### src/rtl/asp_defs.svh
// register map, field positions and fixed counts of the serial port
`ifndef ASP_DEFS_SVH
`define ASP_DEFS_SVH
`define ASP_OFS_CTRL 8'h00
`define ASP_OFS_DATA 8'h04
`define ASP_OFS_BAUD 8'h08
`define ASP_CTRL_MODE 7
`define ASP_CTRL_MCE 5
`define ASP_CTRL_REN 4
`define ASP_CTRL_TB8 3
`define ASP_CTRL_RB8 2
`define ASP_CTRL_TI 1
`define ASP_CTRL_RI 0
`define ASP_BAUD_RUN 8
`define ASP_BAUD_SEL_LO 9
`define ASP_BAUD_SEL_HI 11
`define ASP_BAUD_IE 12
`define ASP_SEL_SYS 3'h0
`define ASP_SEL_DIV4 3'h1
`define ASP_SEL_DIV12 3'h2
`define ASP_SEL_DIV48 3'h3
`define ASP_SEL_OSC8 3'h4
`define ASP_SEL_EXT 3'h5
`define ASP_DIV4_LAST 2'h3
`define ASP_DIV12_LAST 4'hb
`define ASP_DIV48_LAST 6'h2f
`define ASP_DIV8_LAST 3'h7
`define ASP_TMR_TOP 8'hff
`define ASP_LAST_DATA_BIT 3'h7
`define ASP_PIN_IDLE 1'h1
`define ASP_SYNC_IDLE 2'h3
`define ASP_EXT_SYNC_RST 3'h0
`define ASP_RESP_OKAY 2'h0
`define ASP_RESP_SLVERR 2'h2
`endif

### src/rtl/asp_pkg.sv
// types shared by the serial port modules
`default_nettype none
package asp_pkg;
	typedef enum logic [2:0] {
		TX_IDLE  = 3'h0,
		TX_START = 3'h1,
		TX_DATA  = 3'h3,
		TX_NINTH = 3'h2,
		TX_STOP  = 3'h6
	} asp_tx_e;
	typedef enum logic [2:0] {
		RX_IDLE  = 3'h0,
		RX_START = 3'h1,
		RX_DATA  = 3'h3,
		RX_NINTH = 3'h2,
		RX_STOP  = 3'h6
	} asp_rx_e;
	typedef struct packed {
		logic [7:0] reload;
		logic       run;
		logic [2:0] sel;
	} asp_baud_cfg_s;
	typedef struct packed {
		logic [7:0] cnt;
		logic       phase;
		logic       bit_tick;
	} asp_tmr_s;
	typedef struct packed {
		logic [1:0] c4;
		logic [3:0] c12;
		logic [5:0] c48;
		logic [2:0] c8;
		logic [2:0] osc_sync;
		logic [2:0] ext_sync;
		logic       tick;
	} asp_clk_s;
	typedef struct packed {
		logic       mode, mce, ren, tb8, rb8, ti, ri, ie;
		logic [7:0] reload;
		logic       run;
		logic [2:0] sel;
		logic [7:0] rx_buf, tx_buf;
		logic       tx_pend;
		asp_tx_e    tx_state;
		logic [8:0] tx_shift;
		logic [2:0] tx_cnt;
		logic       tx_pin;
		asp_rx_e    rx_state;
		logic [7:0] rx_shift;
		logic [2:0] rx_cnt;
		logic       rx_ninth;
		logic [1:0] rx_sync;
		logic       rx_force;
		logic       irq;
		logic       aw_hold, w_hold, awready, wready, bvalid, arready, rvalid;
		logic [7:0] aw_addr;
		logic [31:0] wdata, rdata;
		logic [3:0] wstrb;
		logic [1:0] bresp, rresp;
	} asp_top_s;
endpackage
`default_nettype wire

### src/rtl/asp_clk_select.sv
// baud timer clock source selection and prescaling, one tick per timer clock
`timescale 1ns/10ps
`default_nettype none
`include "asp_defs.svh"
module asp_clk_select (
	input  wire logic               aclk,
	input  wire logic               aresetn,
	input  wire logic               ce,
	input  wire logic [2:0]         sel,
	input  wire logic               ext_osc_pin,
	input  wire logic               timer_ext_input,
	output logic                    tick
);
	import asp_pkg::*;
	asp_clk_s q, d;
	logic     osc_edge, ext_edge;

	// edges are taken after the second synchroniser stage only
	assign osc_edge = q.osc_sync[1] & ~q.osc_sync[2];
	assign ext_edge = q.ext_sync[1] & ~q.ext_sync[2];
	assign tick     = q.tick;

	// free running prescalers; the external oscillator is divided by 8 on its edges
	always_comb begin
		d          = q;
		d.osc_sync = {q.osc_sync[1:0], ext_osc_pin};
		d.ext_sync = {q.ext_sync[1:0], timer_ext_input};
		d.c4       = q.c4 + 2'h1;
		d.c12      = (q.c12 == `ASP_DIV12_LAST) ? 4'h0 : q.c12 + 4'h1;
		d.c48      = (q.c48 == `ASP_DIV48_LAST) ? 6'h00 : q.c48 + 6'h01;
		if (osc_edge) begin
			d.c8 = q.c8 + 3'h1;
		end
		unique case (sel)
			`ASP_SEL_SYS:   d.tick = 1'h1;
			`ASP_SEL_DIV4:  d.tick = (q.c4 == `ASP_DIV4_LAST);
			`ASP_SEL_DIV12: d.tick = (q.c12 == `ASP_DIV12_LAST);
			`ASP_SEL_DIV48: d.tick = (q.c48 == `ASP_DIV48_LAST);
			`ASP_SEL_OSC8:  d.tick = osc_edge && (q.c8 == `ASP_DIV8_LAST);
			`ASP_SEL_EXT:   d.tick = ext_edge;
			default:        d.tick = 1'h0; // unused codes stop the timer
		endcase
	end

	always_ff @(posedge aclk) begin
		if (!aresetn) begin
			q          <= '0;
			q.ext_sync <= `ASP_EXT_SYNC_RST;
		end else if (ce) begin
			q <= d;
		end
	end
endmodule
`default_nettype wire

### src/rtl/asp_baud_timer.sv
// 8-bit auto-reload baud timer with overflow halving and forced reload
`timescale 1ns/10ps
`default_nettype none
`include "asp_defs.svh"
module asp_baud_timer (
	input  wire logic                  aclk,
	input  wire logic                  aresetn,
	input  wire logic                  ce,
	input  wire asp_pkg::asp_baud_cfg_s cfg,
	input  wire logic                  tick,
	input  wire logic                  force_reload,
	output logic                       bit_tick
);
	import asp_pkg::*;
	asp_tmr_s q, d;

	assign bit_tick = q.bit_tick;

	// a forced reload primes the halver so the first overflow lands mid bit
	always_comb begin
		d          = q;
		d.bit_tick = 1'h0;
		if (force_reload) begin
			d.cnt   = cfg.reload;
			d.phase = 1'h1;
		end else if (cfg.run && tick) begin
			if (q.cnt == `ASP_TMR_TOP) begin
				d.cnt      = cfg.reload;
				d.bit_tick = q.phase;
				d.phase    = ~q.phase;
			end else begin
				d.cnt = q.cnt + 8'h01;
			end
		end
	end

	always_ff @(posedge aclk) begin
		if (!aresetn) begin
			q <= '0;
		end else if (ce) begin
			q <= d;
		end
	end
endmodule
`default_nettype wire

### src/rtl/asp_top.sv
// asynchronous serial port with AXI4-Lite register access
`timescale 1ns/10ps
`default_nettype none
`include "asp_defs.svh"
// Contract
// - data location writes load the transmit byte, never the received one
// - data location reads return the buffered receive byte only
// - completed receive byte is buffered while the next one arrives
// - transmit and receive done flags clear only by software write
// - interrupt requested while enabled and either done flag is set
// - transmit bit clock comes from the 8-bit auto-reload timer low byte
// - hidden receive timer runs with the baud timer, same reload value
// - overflows halved for bit rate; overflow period is 256 minus reload
// - timer clock from six sources: sys, /4, /12, /48, osc/8, ext
// - start detected on receive pin forces receive timer reload
// - control bit 7 selects 8-bit or 9-bit framing
// - 8-bit frame: start, eight data bits lsb first, stop
// - 8-bit mode stores accepted stop bit in receive ninth bit flag
// - data write starts transmit; done flag sets as stop bit begins
// - reception only while receive enable bit 4 is one
// - 8-bit accept needs flag clear and, with multiproc, stop bit one
// - on overrun the first byte stays, the later byte is dropped
// - 9-bit frame: start, eight data, ninth from control bit 3, stop
// - 9-bit mode stores ninth bit, ignores the stop bit
// - 9-bit accept needs flag clear and, with multiproc, ninth bit one
// - multiprocessor enable lives at control bit 5
module asp_top (
	input  wire logic        aclk,
	input  wire logic        aresetn,
	input  wire logic        ce,
	input  wire logic [7:0]  awaddr,
	input  wire logic        awvalid,
	output logic             awready,
	input  wire logic [31:0] wdata,
	input  wire logic [3:0]  wstrb,
	input  wire logic        wvalid,
	output logic             wready,
	output logic [1:0]       bresp,
	output logic             bvalid,
	input  wire logic        bready,
	input  wire logic [7:0]  araddr,
	input  wire logic        arvalid,
	output logic             arready,
	output logic [31:0]      rdata,
	output logic [1:0]       rresp,
	output logic             rvalid,
	input  wire logic        rready,
	input  wire logic        serial_rx_pin,
	output logic             serial_tx_pin,
	input  wire logic        ext_osc_pin,
	input  wire logic        timer_ext_input,
	output logic             serial_port_irq
);
	import asp_pkg::*;
	asp_top_s      q, d;
	asp_baud_cfg_s cfg;
	logic          tmr_tick, tx_bit_tick, rx_bit_tick;
	logic          wr_fire, rx_line, bit9, accept, ctrl_wr, data_wr;

	// registered outputs only
	assign awready         = q.awready;
	assign wready          = q.wready;
	assign bresp           = q.bresp;
	assign bvalid          = q.bvalid;
	assign arready         = q.arready;
	assign rdata           = q.rdata;
	assign rresp           = q.rresp;
	assign rvalid          = q.rvalid;
	assign serial_tx_pin   = q.tx_pin;
	assign serial_port_irq = q.irq;

	// both timers share one configuration and one prescaled clock
	assign cfg     = '{reload: q.reload, run: q.run, sel: q.sel};
	assign rx_line = q.rx_sync[1];
	assign wr_fire = q.aw_hold && q.w_hold && !q.bvalid;
	assign ctrl_wr = wr_fire && q.wstrb[0] && (q.aw_addr == `ASP_OFS_CTRL);
	assign data_wr = wr_fire && q.wstrb[0] && (q.aw_addr == `ASP_OFS_DATA);

	asp_clk_select u_clk (
		.aclk            (aclk),
		.aresetn         (aresetn),
		.ce              (ce),
		.sel             (q.sel),
		.ext_osc_pin     (ext_osc_pin),
		.timer_ext_input (timer_ext_input),
		.tick            (tmr_tick)
	);

	// transmit timer is never forced: it free-runs from the reload value
	asp_baud_timer u_tx_tmr (
		.aclk         (aclk),
		.aresetn      (aresetn),
		.ce           (ce),
		.cfg          (cfg),
		.tick         (tmr_tick),
		.force_reload (1'h0),
		.bit_tick     (tx_bit_tick)
	);

	// receive copy of the timer, realigned on each start condition
	asp_baud_timer u_rx_tmr (
		.aclk         (aclk),
		.aresetn      (aresetn),
		.ce           (ce),
		.cfg          (cfg),
		.tick         (tmr_tick),
		.force_reload (q.rx_force),
		.bit_tick     (rx_bit_tick)
	);

	// in 9-bit mode the ninth data bit qualifies, otherwise the stop bit
	assign bit9   = q.mode ? q.rx_ninth : rx_line;
	assign accept = !q.ri && (!q.mce || bit9);

	// next state: bus slave first, then hardware flag sets so a set beats a clear
	always_comb begin
		d          = q;
		d.rx_force = 1'h0;
		d.rx_sync  = {q.rx_sync[0], serial_rx_pin};

		// address and data are taken independently, in either order
		if (awvalid && q.awready) begin
			d.aw_hold = 1'h1;
			d.aw_addr = awaddr;
		end
		if (wvalid && q.wready) begin
			d.w_hold = 1'h1;
			d.wdata  = wdata;
			d.wstrb  = wstrb;
		end
		if (q.bvalid && bready) begin
			d.bvalid = 1'h0;
		end
		if (wr_fire) begin
			d.aw_hold = 1'h0;
			d.w_hold  = 1'h0;
			d.bvalid  = 1'h1;
			d.bresp   = `ASP_RESP_OKAY;
			unique case (q.aw_addr)
				`ASP_OFS_CTRL: begin
					if (q.wstrb[0]) begin
						d.mode = q.wdata[`ASP_CTRL_MODE];
						d.mce  = q.wdata[`ASP_CTRL_MCE];
						d.ren  = q.wdata[`ASP_CTRL_REN];
						d.tb8  = q.wdata[`ASP_CTRL_TB8];
						d.rb8  = q.wdata[`ASP_CTRL_RB8];
						d.ti   = q.wdata[`ASP_CTRL_TI];
						d.ri   = q.wdata[`ASP_CTRL_RI];
					end
				end
				`ASP_OFS_DATA: begin
					if (q.wstrb[0]) begin
						d.tx_buf  = q.wdata[7:0];
						d.tx_pend = 1'h1;
					end
				end
				`ASP_OFS_BAUD: begin
					if (q.wstrb[0]) begin
						d.reload = q.wdata[7:0];
					end
					if (q.wstrb[1]) begin
						d.run = q.wdata[`ASP_BAUD_RUN];
						d.sel = q.wdata[`ASP_BAUD_SEL_HI:`ASP_BAUD_SEL_LO];
						d.ie  = q.wdata[`ASP_BAUD_IE];
					end
				end
				default: d.bresp = `ASP_RESP_SLVERR;
			endcase
		end

		// reads have no side effects; the transmit byte cannot be read back
		if (q.rvalid && rready) begin
			d.rvalid = 1'h0;
		end
		if (arvalid && q.arready) begin
			d.rvalid = 1'h1;
			d.rresp  = `ASP_RESP_OKAY;
			unique case (araddr)
				`ASP_OFS_CTRL: d.rdata = {24'h000000, q.mode, 1'h0, q.mce, q.ren,
					q.tb8, q.rb8, q.ti, q.ri};
				`ASP_OFS_DATA: d.rdata = {24'h000000, q.rx_buf};
				`ASP_OFS_BAUD: d.rdata = {19'h00000, q.ie, q.sel, q.run, q.reload};
				default: begin
					d.rdata = 32'h00000000;
					d.rresp = `ASP_RESP_SLVERR;
				end
			endcase
		end

		// transmitter advances on the transmit bit clock only
		if (tx_bit_tick) begin
			unique case (q.tx_state)
				TX_IDLE: begin
					if (q.tx_pend) begin
						d.tx_pin   = 1'h0;
						d.tx_shift = {q.tb8, q.tx_buf};
						// a write in this very cycle queues the next byte instead of being lost
						d.tx_pend  = data_wr;
						d.tx_state = TX_START;
					end
				end
				TX_START: begin
					d.tx_pin   = q.tx_shift[0];
					d.tx_shift = {1'h0, q.tx_shift[8:1]};
					d.tx_cnt   = 3'h0;
					d.tx_state = TX_DATA;
				end
				TX_DATA: begin
					if (q.tx_cnt == `ASP_LAST_DATA_BIT) begin
						if (q.mode) begin
							d.tx_pin   = q.tx_shift[0];
							d.tx_state = TX_NINTH;
						end else begin
							d.tx_pin   = `ASP_PIN_IDLE;
							d.ti       = 1'h1;
							d.tx_state = TX_STOP;
						end
					end else begin
						d.tx_pin   = q.tx_shift[0];
						d.tx_shift = {1'h0, q.tx_shift[8:1]};
						d.tx_cnt   = q.tx_cnt + 3'h1;
					end
				end
				TX_NINTH: begin
					d.tx_pin   = `ASP_PIN_IDLE;
					d.ti       = 1'h1;
					d.tx_state = TX_STOP;
				end
				TX_STOP: d.tx_state = TX_IDLE;
			endcase
		end

		// a low line while idle and enabled is a start; realign the receive timer
		unique case (q.rx_state)
			RX_IDLE: begin
				if (q.ren && !rx_line) begin
					d.rx_force = 1'h1;
					d.rx_state = RX_START;
				end
			end
			RX_START: begin
				// a tick left from before the forced reload would sample the start bit early
				if (rx_bit_tick && !q.rx_force) begin
					d.rx_cnt   = 3'h0;
					// a start that is high at mid bit was a glitch
					d.rx_state = rx_line ? RX_IDLE : RX_DATA;
				end
			end
			RX_DATA: begin
				if (rx_bit_tick) begin
					d.rx_shift = {rx_line, q.rx_shift[7:1]};
					d.rx_cnt   = q.rx_cnt + 3'h1;
					if (q.rx_cnt == `ASP_LAST_DATA_BIT) begin
						d.rx_state = q.mode ? RX_NINTH : RX_STOP;
					end
				end
			end
			RX_NINTH: begin
				if (rx_bit_tick) begin
					d.rx_ninth = rx_line;
					d.rx_state = RX_STOP;
				end
			end
			RX_STOP: begin
				if (rx_bit_tick) begin
					// rejected frames leave buffer, ninth bit and flag untouched
					if (accept) begin
						d.rx_buf = q.rx_shift;
						d.rb8    = bit9;
						d.ri     = 1'h1;
					end
					d.rx_state = RX_IDLE;
				end
			end
		endcase

		// request follows the sticky flags, gated by the enable
		d.irq     = d.ie && (d.ti || d.ri);
		d.awready = !d.aw_hold && !d.bvalid;
		d.wready  = !d.w_hold && !d.bvalid;
		d.arready = !d.rvalid;
	end

	always_ff @(posedge aclk) begin
		if (!aresetn) begin
			q         <= '0;
			q.tx_pin  <= `ASP_PIN_IDLE;
			q.rx_sync <= `ASP_SYNC_IDLE;
		end else if (ce) begin
			q <= d;
		end
	end
endmodule
`default_nettype wire

### config.mk
export PLATFORM = sky130hd
export DESIGN_NAME = asp_top
export DESIGN_NICKNAME = d
export VERILOG_FILES = /design/src/rtl/asp_pkg.sv /design/src/rtl/asp_clk_select.sv /design/src/rtl/asp_baud_timer.sv /design/src/rtl/asp_top.sv
export VERILOG_INCLUDE_DIRS = /design/src /design/src/rtl
export SDC_FILE = /design/constraint.sdc
export NUM_CORES = 1
export LEC_CHECK = 0
export BUFFER_PORTS_ARGS = -buffer_cell sky130_fd_sc_hd__buf_2
export CAP_MARGIN = 20
export CELL_PAD_IN_SITES_DETAIL_PLACEMENT = 1
export CELL_PAD_IN_SITES_GLOBAL_PLACEMENT = 2
export CORE_AREA = 5 5 143 179
export DETAILED_ROUTE_END_ITERATION = 8
export DIE_AREA = 0 0 148 184
export PLACE_DENSITY = 0.83
export SKIP_CTS_REPAIR_TIMING = 1
export SLEW_MARGIN = 15
export SYNTH_ARGS = -nofsm -noshare
export SYNTH_HDL_FRONTEND = slang
export SYNTH_SLANG_ARGS = --single-unit
### constraint.sdc
create_clock -name aclk -period 2.3 [get_ports aclk]
set_input_delay 0.46 -clock aclk [delete_from_list [all_inputs] [get_ports aclk]]
set_output_delay 0.46 -clock aclk [all_outputs]
set_load 0.02 [all_outputs]
# [Yosys cells after proc, flatten, opt, wreduce, memory -nomap -nowiden]
# Cells that the tools add are included.
[totals] in_bits=63 register_bits=180 out_inout_bits=43 elab_cells=229
[classes] mux=67 eq_ne=34 n_bitwise=6 reduce_logical=63 add_sub_neg=8
[ops] cell="case mux 13 bit (3 select lines)" count=1
[ops] cell="AND reduction 4 bit" count=9
[ops] cell="2-to-1 mux 3 bit" count=10
[ops] cell="case mux 3 bit (5 select lines)" count=2
[ops] cell="2-to-1 mux 1 bit" count=29
[ops] cell="case mux 9 bit (3 select lines)" count=1
[ops] cell="2-to-1 mux 13 bit" count=2
[ops] cell="2-to-1 mux 8 bit" count=3
[ops] cell="equality test 3 bit, second input constant" count=7
[ops] cell="equality test 3 x 2 -> 1 bit, second input constant" count=6
[ops] cell="logical AND 1 bit" count=17
[ops] cell="2-to-1 mux 17 bit" count=1
[ops] cell="adder 8 x 1 -> 8 bit, second input constant" count=2
[ops] cell="equality test 8 x 3 -> 1 bit, second input constant" count=2
[ops] cell="equality test 8 x 4 -> 1 bit, second input constant" count=2
[ops] cell="equality test 8 bit, second input constant" count=2
[ops] cell="logical NOT 8 bit" count=2
[ops] cell="2-to-1 mux 16 bit" count=1
[ops] cell="2-to-1 mux 14 bit" count=1
[ops] cell="AND reduction 2 bit" count=7
[ops] cell="2-to-1 mux 12 bit" count=1
[ops] cell="!= test 2 bit, second input constant" count=6
[ops] cell="case mux 3 bit (2 select lines)" count=2
[ops] cell="AND reduction 3 bit" count=4
[ops] cell="28 further kinds" count=58

# [Depth between registers and ports, before layout]
[depth] word_depth=9 ltp_mapped=8 mapped_depth_nobuf=7

# [By module]
# Synthesis repeated with hierarchy kept, for this count alone.
[hier_totals] cells_unflattened=893 hier_area_um2=7403.4
[by_module_without_submodules] mod="asp_top" cells_per_inst=635 seq_area_each_um2=2342.2 area_per_inst_um2=5171.2 n_inst=1
[by_module_without_submodules] mod="asp_baud_timer" cells_per_inst=78 seq_area_each_um2=200.2 area_per_inst_um2=598.1 n_inst=2
[by_module_without_submodules] mod="asp_clk_select" cells_per_inst=102 seq_area_each_um2=440.4 area_per_inst_um2=1036.0 n_inst=1

# [Least setup slack after synthesis]
# OpenSTA, ideal clock, no wires.
[synth_path] kind="input to register" start="in ce" end="reg u_tx_tmr.q[7] (netlist name)" required_ns=2.179 n_path_buf=3 path_slack_ns=0.562 stages=8 t_arrival_ns=1.617 setup_time_ns=0.121 path_cell_list="buf_2 and3_1 clkbuf_1 and3_1 clkbuf_1 nand2_1 o21ai_0 a21oi_1"
[synth_via] elab_chain_cells=1
[synth_rtl] element="start, declared" line_no="asp_top.sv:30" rtl="input wire logic ce,"
[synth_rtl] element="AND reduction 2 bit (no line)"
[synth_rtl] element="end signal, assigned" line_no="asp_baud_timer.sv:39" rtl="q <= '0;"
[synth_rtl] element="end signal, assigned" line_no="asp_baud_timer.sv:41" rtl="q <= d;"
[synth_rtl] element="end, declared" line_no="asp_baud_timer.sv:15" rtl="asp_tmr_s q, d;"
# No other way between the ends.
# A chain may end at the register's enable or synchronous reset.

# [Final worst setup path]
[layout_path] start="reg u_rx_tmr.q[3] (netlist name)" end="reg u_rx_tmr.q[5] (netlist name)"
[layout_via] elab_chain_cells=4 word_cells_on_any_way=5 classes_between="add/sub (1); eq/ne (1); mux (3)"
[layout_rtl] element="start, declared" line_no="asp_baud_timer.sv:15"
[layout_rtl] element="start signal, assigned" line_no="asp_baud_timer.sv:39"
[layout_rtl] element="start signal, assigned" line_no="asp_baud_timer.sv:41"
[layout_rtl] element="adder 8 x 1 -> 8 bit or equality test 8 bit (tied branches)"
[layout_rtl] element="2-to-1 mux 8 bit *" line_no="asp_baud_timer.sv:27" rtl="if (q.cnt == `ASP_TMR_TOP) begin"
[layout_rtl] element="2-to-1 mux 10 bit *" line_no="asp_baud_timer.sv:26" rtl="end else if (cfg.run && tick) begin"
[layout_rtl] element="2-to-1 mux 9 bit *" line_no="asp_baud_timer.sv:23" rtl="if (force_reload) begin"
# Mark *: on every way between the ends. The rest lies on a longest branch, timed or not. The select of a mux whose other input is x is not followed.

==> impl_metrics.csv <==
group,metric,value,unit
routing,route.vias.total,6040,
cells_and_area,final_common_cell,"dfxtp_1",
power_and_ir_drop,p_switching,1.43,mW
sta,tns,0,ns
critical_path,worstPathCellList,"ha_1 > nand3_1 > o31ai_2 > nand2_1 > o31a_1 > o22ai_1",
die,fp-row-count,63,
cells_and_area,area_delta_synth_final,15.8,%
power_and_ir_drop,p_clk_share,47.0,%
cells_and_area,fillers,2777,
placement,gp_congestion,0.799,
grt,grt_usage,14.8,%
sta,clock_skew,0.00832,ns
power_and_ir_drop,leakagePower,3.23,nW
cells_and_area,final_cell_mix,"dfxtp_1 (159), nand2_1 (120), nor2_1 (109)",
grt,overflow,0,
min_path,hp-class,"in -> reg",
critical_path,reg2reg_depth,6,
critical_path,arrival,2.33,ns
cts,insertion_delay,0.42,ns
power_and_ir_drop,pwr-share-comb,4.9,%
yosys,synthArstFlopShare,0,%
power_and_ir_drop,power_density,704,nW/µm²
sta,max_freq,504,MHz
cts,clockRootBuffer,"clkbuf_16",
grt,grt_max_degree,45,
yosys,syn_area,7180,µm²
cells_and_area,stdcell_count,1208,
grt,antenna_found_initial,0,
yosys,synth_edf_count,0,
yosys,synthCells,853,
cts,clock-sinks,159,
routing,wl_per_cell,16.3,µm
cts,clkTransAtPathRegs,0.06,ns
power_and_ir_drop,p_int,4.43,mW
critical_path,r2r_setup_slack,0.31,ns
sta,rsz0062_at_grt,"no",
critical_path,r2r-start,"u_rx_tmr.q[3]$_SDFFE_PN0P_",
critical_path,crit_slowest_cell,"o31ai_2",
run,maxCapViolCount,0,
yosys,ys_warn_count,0,
placement,dp_cells,1176,
grt,grt_pass1_vias,6273,
yosys,synth_seq_cells,159,
cells_and_area,drive_gt1_share,15.3,%
sta,setup_violations,0,
critical_path,cp.required,2.65,ns
critical_path,setup.worst_path.end_class,"flop",
placement,dp_hpwl,14.4,mm
die,core,23600,µm²
critical_path,timing.rr.end,"u_rx_tmr.q[5]$_SDFFE_PN0P_",
die,die_w,148,µm
sta,finalWorstSetupSlack,0.315,ns
routing,ant_nets,0,
placement,portBuffers,63,
power_and_ir_drop,power_frac_seq,48.1,%
sta,final-hold-violation-count,0,
cts,tritoncts,"done",
routing,first_pass_iters,4,
min_path,holdPathEnd,"d[90]$_SDFFE_PN1P_",
critical_path,startpoint_type,"flop",
sta,hold_slack,0.270,ns
yosys,synth_area_per_cell,8.42,µm²
cts,htreeDepth,4,
routing,routed_wl,19.7,mm
yosys,synth_flop_cell,"dfxtp_1",
cells_and_area,diodes,0,
power_and_ir_drop,peakVddDrop,0.491,mV
die,initial_utilization,30.5,%
yosys,ys_seq_area_share,44.3,%
routing,drt_iter0_markers,252,
critical_path,criticalPathCategory,"reg -> reg",
sta,slew_violations,0,
min_path,hold_path_depth,3,
placement,dp_slack,0.100,ns
routing,drc,0,
cts,cts_buffers,17,
cts,cts_buffer_depth,2,
critical_path,crit_fanout,7,
sta,max_slew_margin,50.3,%
critical_path,slowest_delay,0.54,ns
grt,grt_pass1_wl,32.5,mm
min_path,holdCritStartpoint,"serial_rx_pin",
cells_and_area,final_nets,977,
run_status,status,"finished clean",
die,die_height,184,µm
sta,finalCriticalPeriod,1.99,ns
die,io_pins,106,
sta,fin_crit_sh,86.3,%
yosys,ys_types,66,
routing,vias_per_cell,5.00,
sta,worst_pin_slew,0.738,ns
die,die_area,27200,µm²
power_and_ir_drop,swShare,24.4,%
[synth_stat cells, types with 10 or more instances]
cell	instances	area, µm²
a21oi_1	75	375
a22oi_1	17	128
buf_4	37	278
clkbuf_1	36	135
dfxtp_1	159	3180
ha_1	11	138
inv_1	13	48.8
mux2i_1	63	631
nand2_1	120	450
nand3_1	29	145
nand4_1	10	62.6
nor2_1	109	409
nor3_1	11	55.1
o21ai_0	33	165
[logic make-up after synthesis]
family	Yosys count	synth area share (%)
flops	159	44.3
buf+inv	101	7.47
simple gates	338	21.6
other cells	1	0.0522
compound gates	170	14.6
xor+xnor	10	1.22
fa+ha+maj	11	1.92
mux	63	8.78
[worst max-delay path by stage]
stage	depth (start not counted)	endpoint	from	slack [ns]
floorplan	8	u_tx_tmr.q[7]$_SDFFE_PN0P_	ce	0.56
global placement	7	u_rx_tmr.q[6]$_SDFFE_PN0P_	ce	0.17
detailed placement	7	u_rx_tmr.q[2]$_SDFFE_PN0P_	ce	0.10
CTS	7	serial_port_irq$_SDFFE_PN0P_	q[107]$_SDFFE_PN0P_	0.29
global route	7	serial_port_irq$_SDFFE_PN0P_	q[107]$_SDFFE_PN0P_	0.05
finish	6	u_rx_tmr.q[5]$_SDFFE_PN0P_	u_rx_tmr.q[3]$_SDFFE_PN0P_	0.31
[stage by stage]
stage	cell area (µm²)	total power, mW	utilization (%)
final	8320	5.86	35.3
after global placement	7750	3.16	32.9
after global routing	8320	6.09	35.3
after CTS	8320	5.92	35.3
after floorplan	7260	3.08	-
after detailed placement	7750	3.17	32.9
[final cells by class]
type / instances / area, µm² / share of cell area (%)
clock inverter: 13 / 130 / 1.56
tap: 292 / 365 / 4.39
sequential: 159 / 3180 / 38.3
timing repair buffer: 98 / 603 / 7.25
clock buffer: 19 / 443 / 5.32
multi-input combinational: 613 / 3540 / 42.5
inverter: 14 / 55.1 / 0.662
[power by group through the flow]
| stage | clock, mW | combinational, mW | sequential, mW |
|---|---|---|---|
| after global routing | 2.95 | 0.319 | 2.82 |
| after CTS | 2.81 | 0.290 | 2.82 |
| after detailed placement | 0 | 0.288 | 2.88 |
| final | 2.75 | 0.286 | 2.82 |
| after global placement | 0 | 0.284 | 2.88 |
| after floorplan | 0 | 0.201 | 2.88 |
[metal layers]
metal	up-vias	share of wire (%)	track usage [%]
met2	104	50	26.4
met5	-	0	0
li1	3020	-	-
met3	22	3.6	2.93
met1	2894	45	17.9
met4	0	1.9	4.88
[registers in the layout (all words and copies together), names as in the netlist, 4 cells and up]
signal / count
cfg: 12
q: 82
rdata: 13
u_clk.d: 4
u_clk.q: 17
u_rx_tmr.q: 9
u_tx_tmr.q: 9
[critical path: cells and delay by family (launching register included)]
kind / cells / cell delay (ns)
and+or+nand+nor: 2 / 0.42
adders and majority gates: 1 / 0.26
AOI/OAI and AO/OA: 3 / 0.82
DFF: 1 / 0.42
No activity file was read; power rests on OpenSTA's default activity.
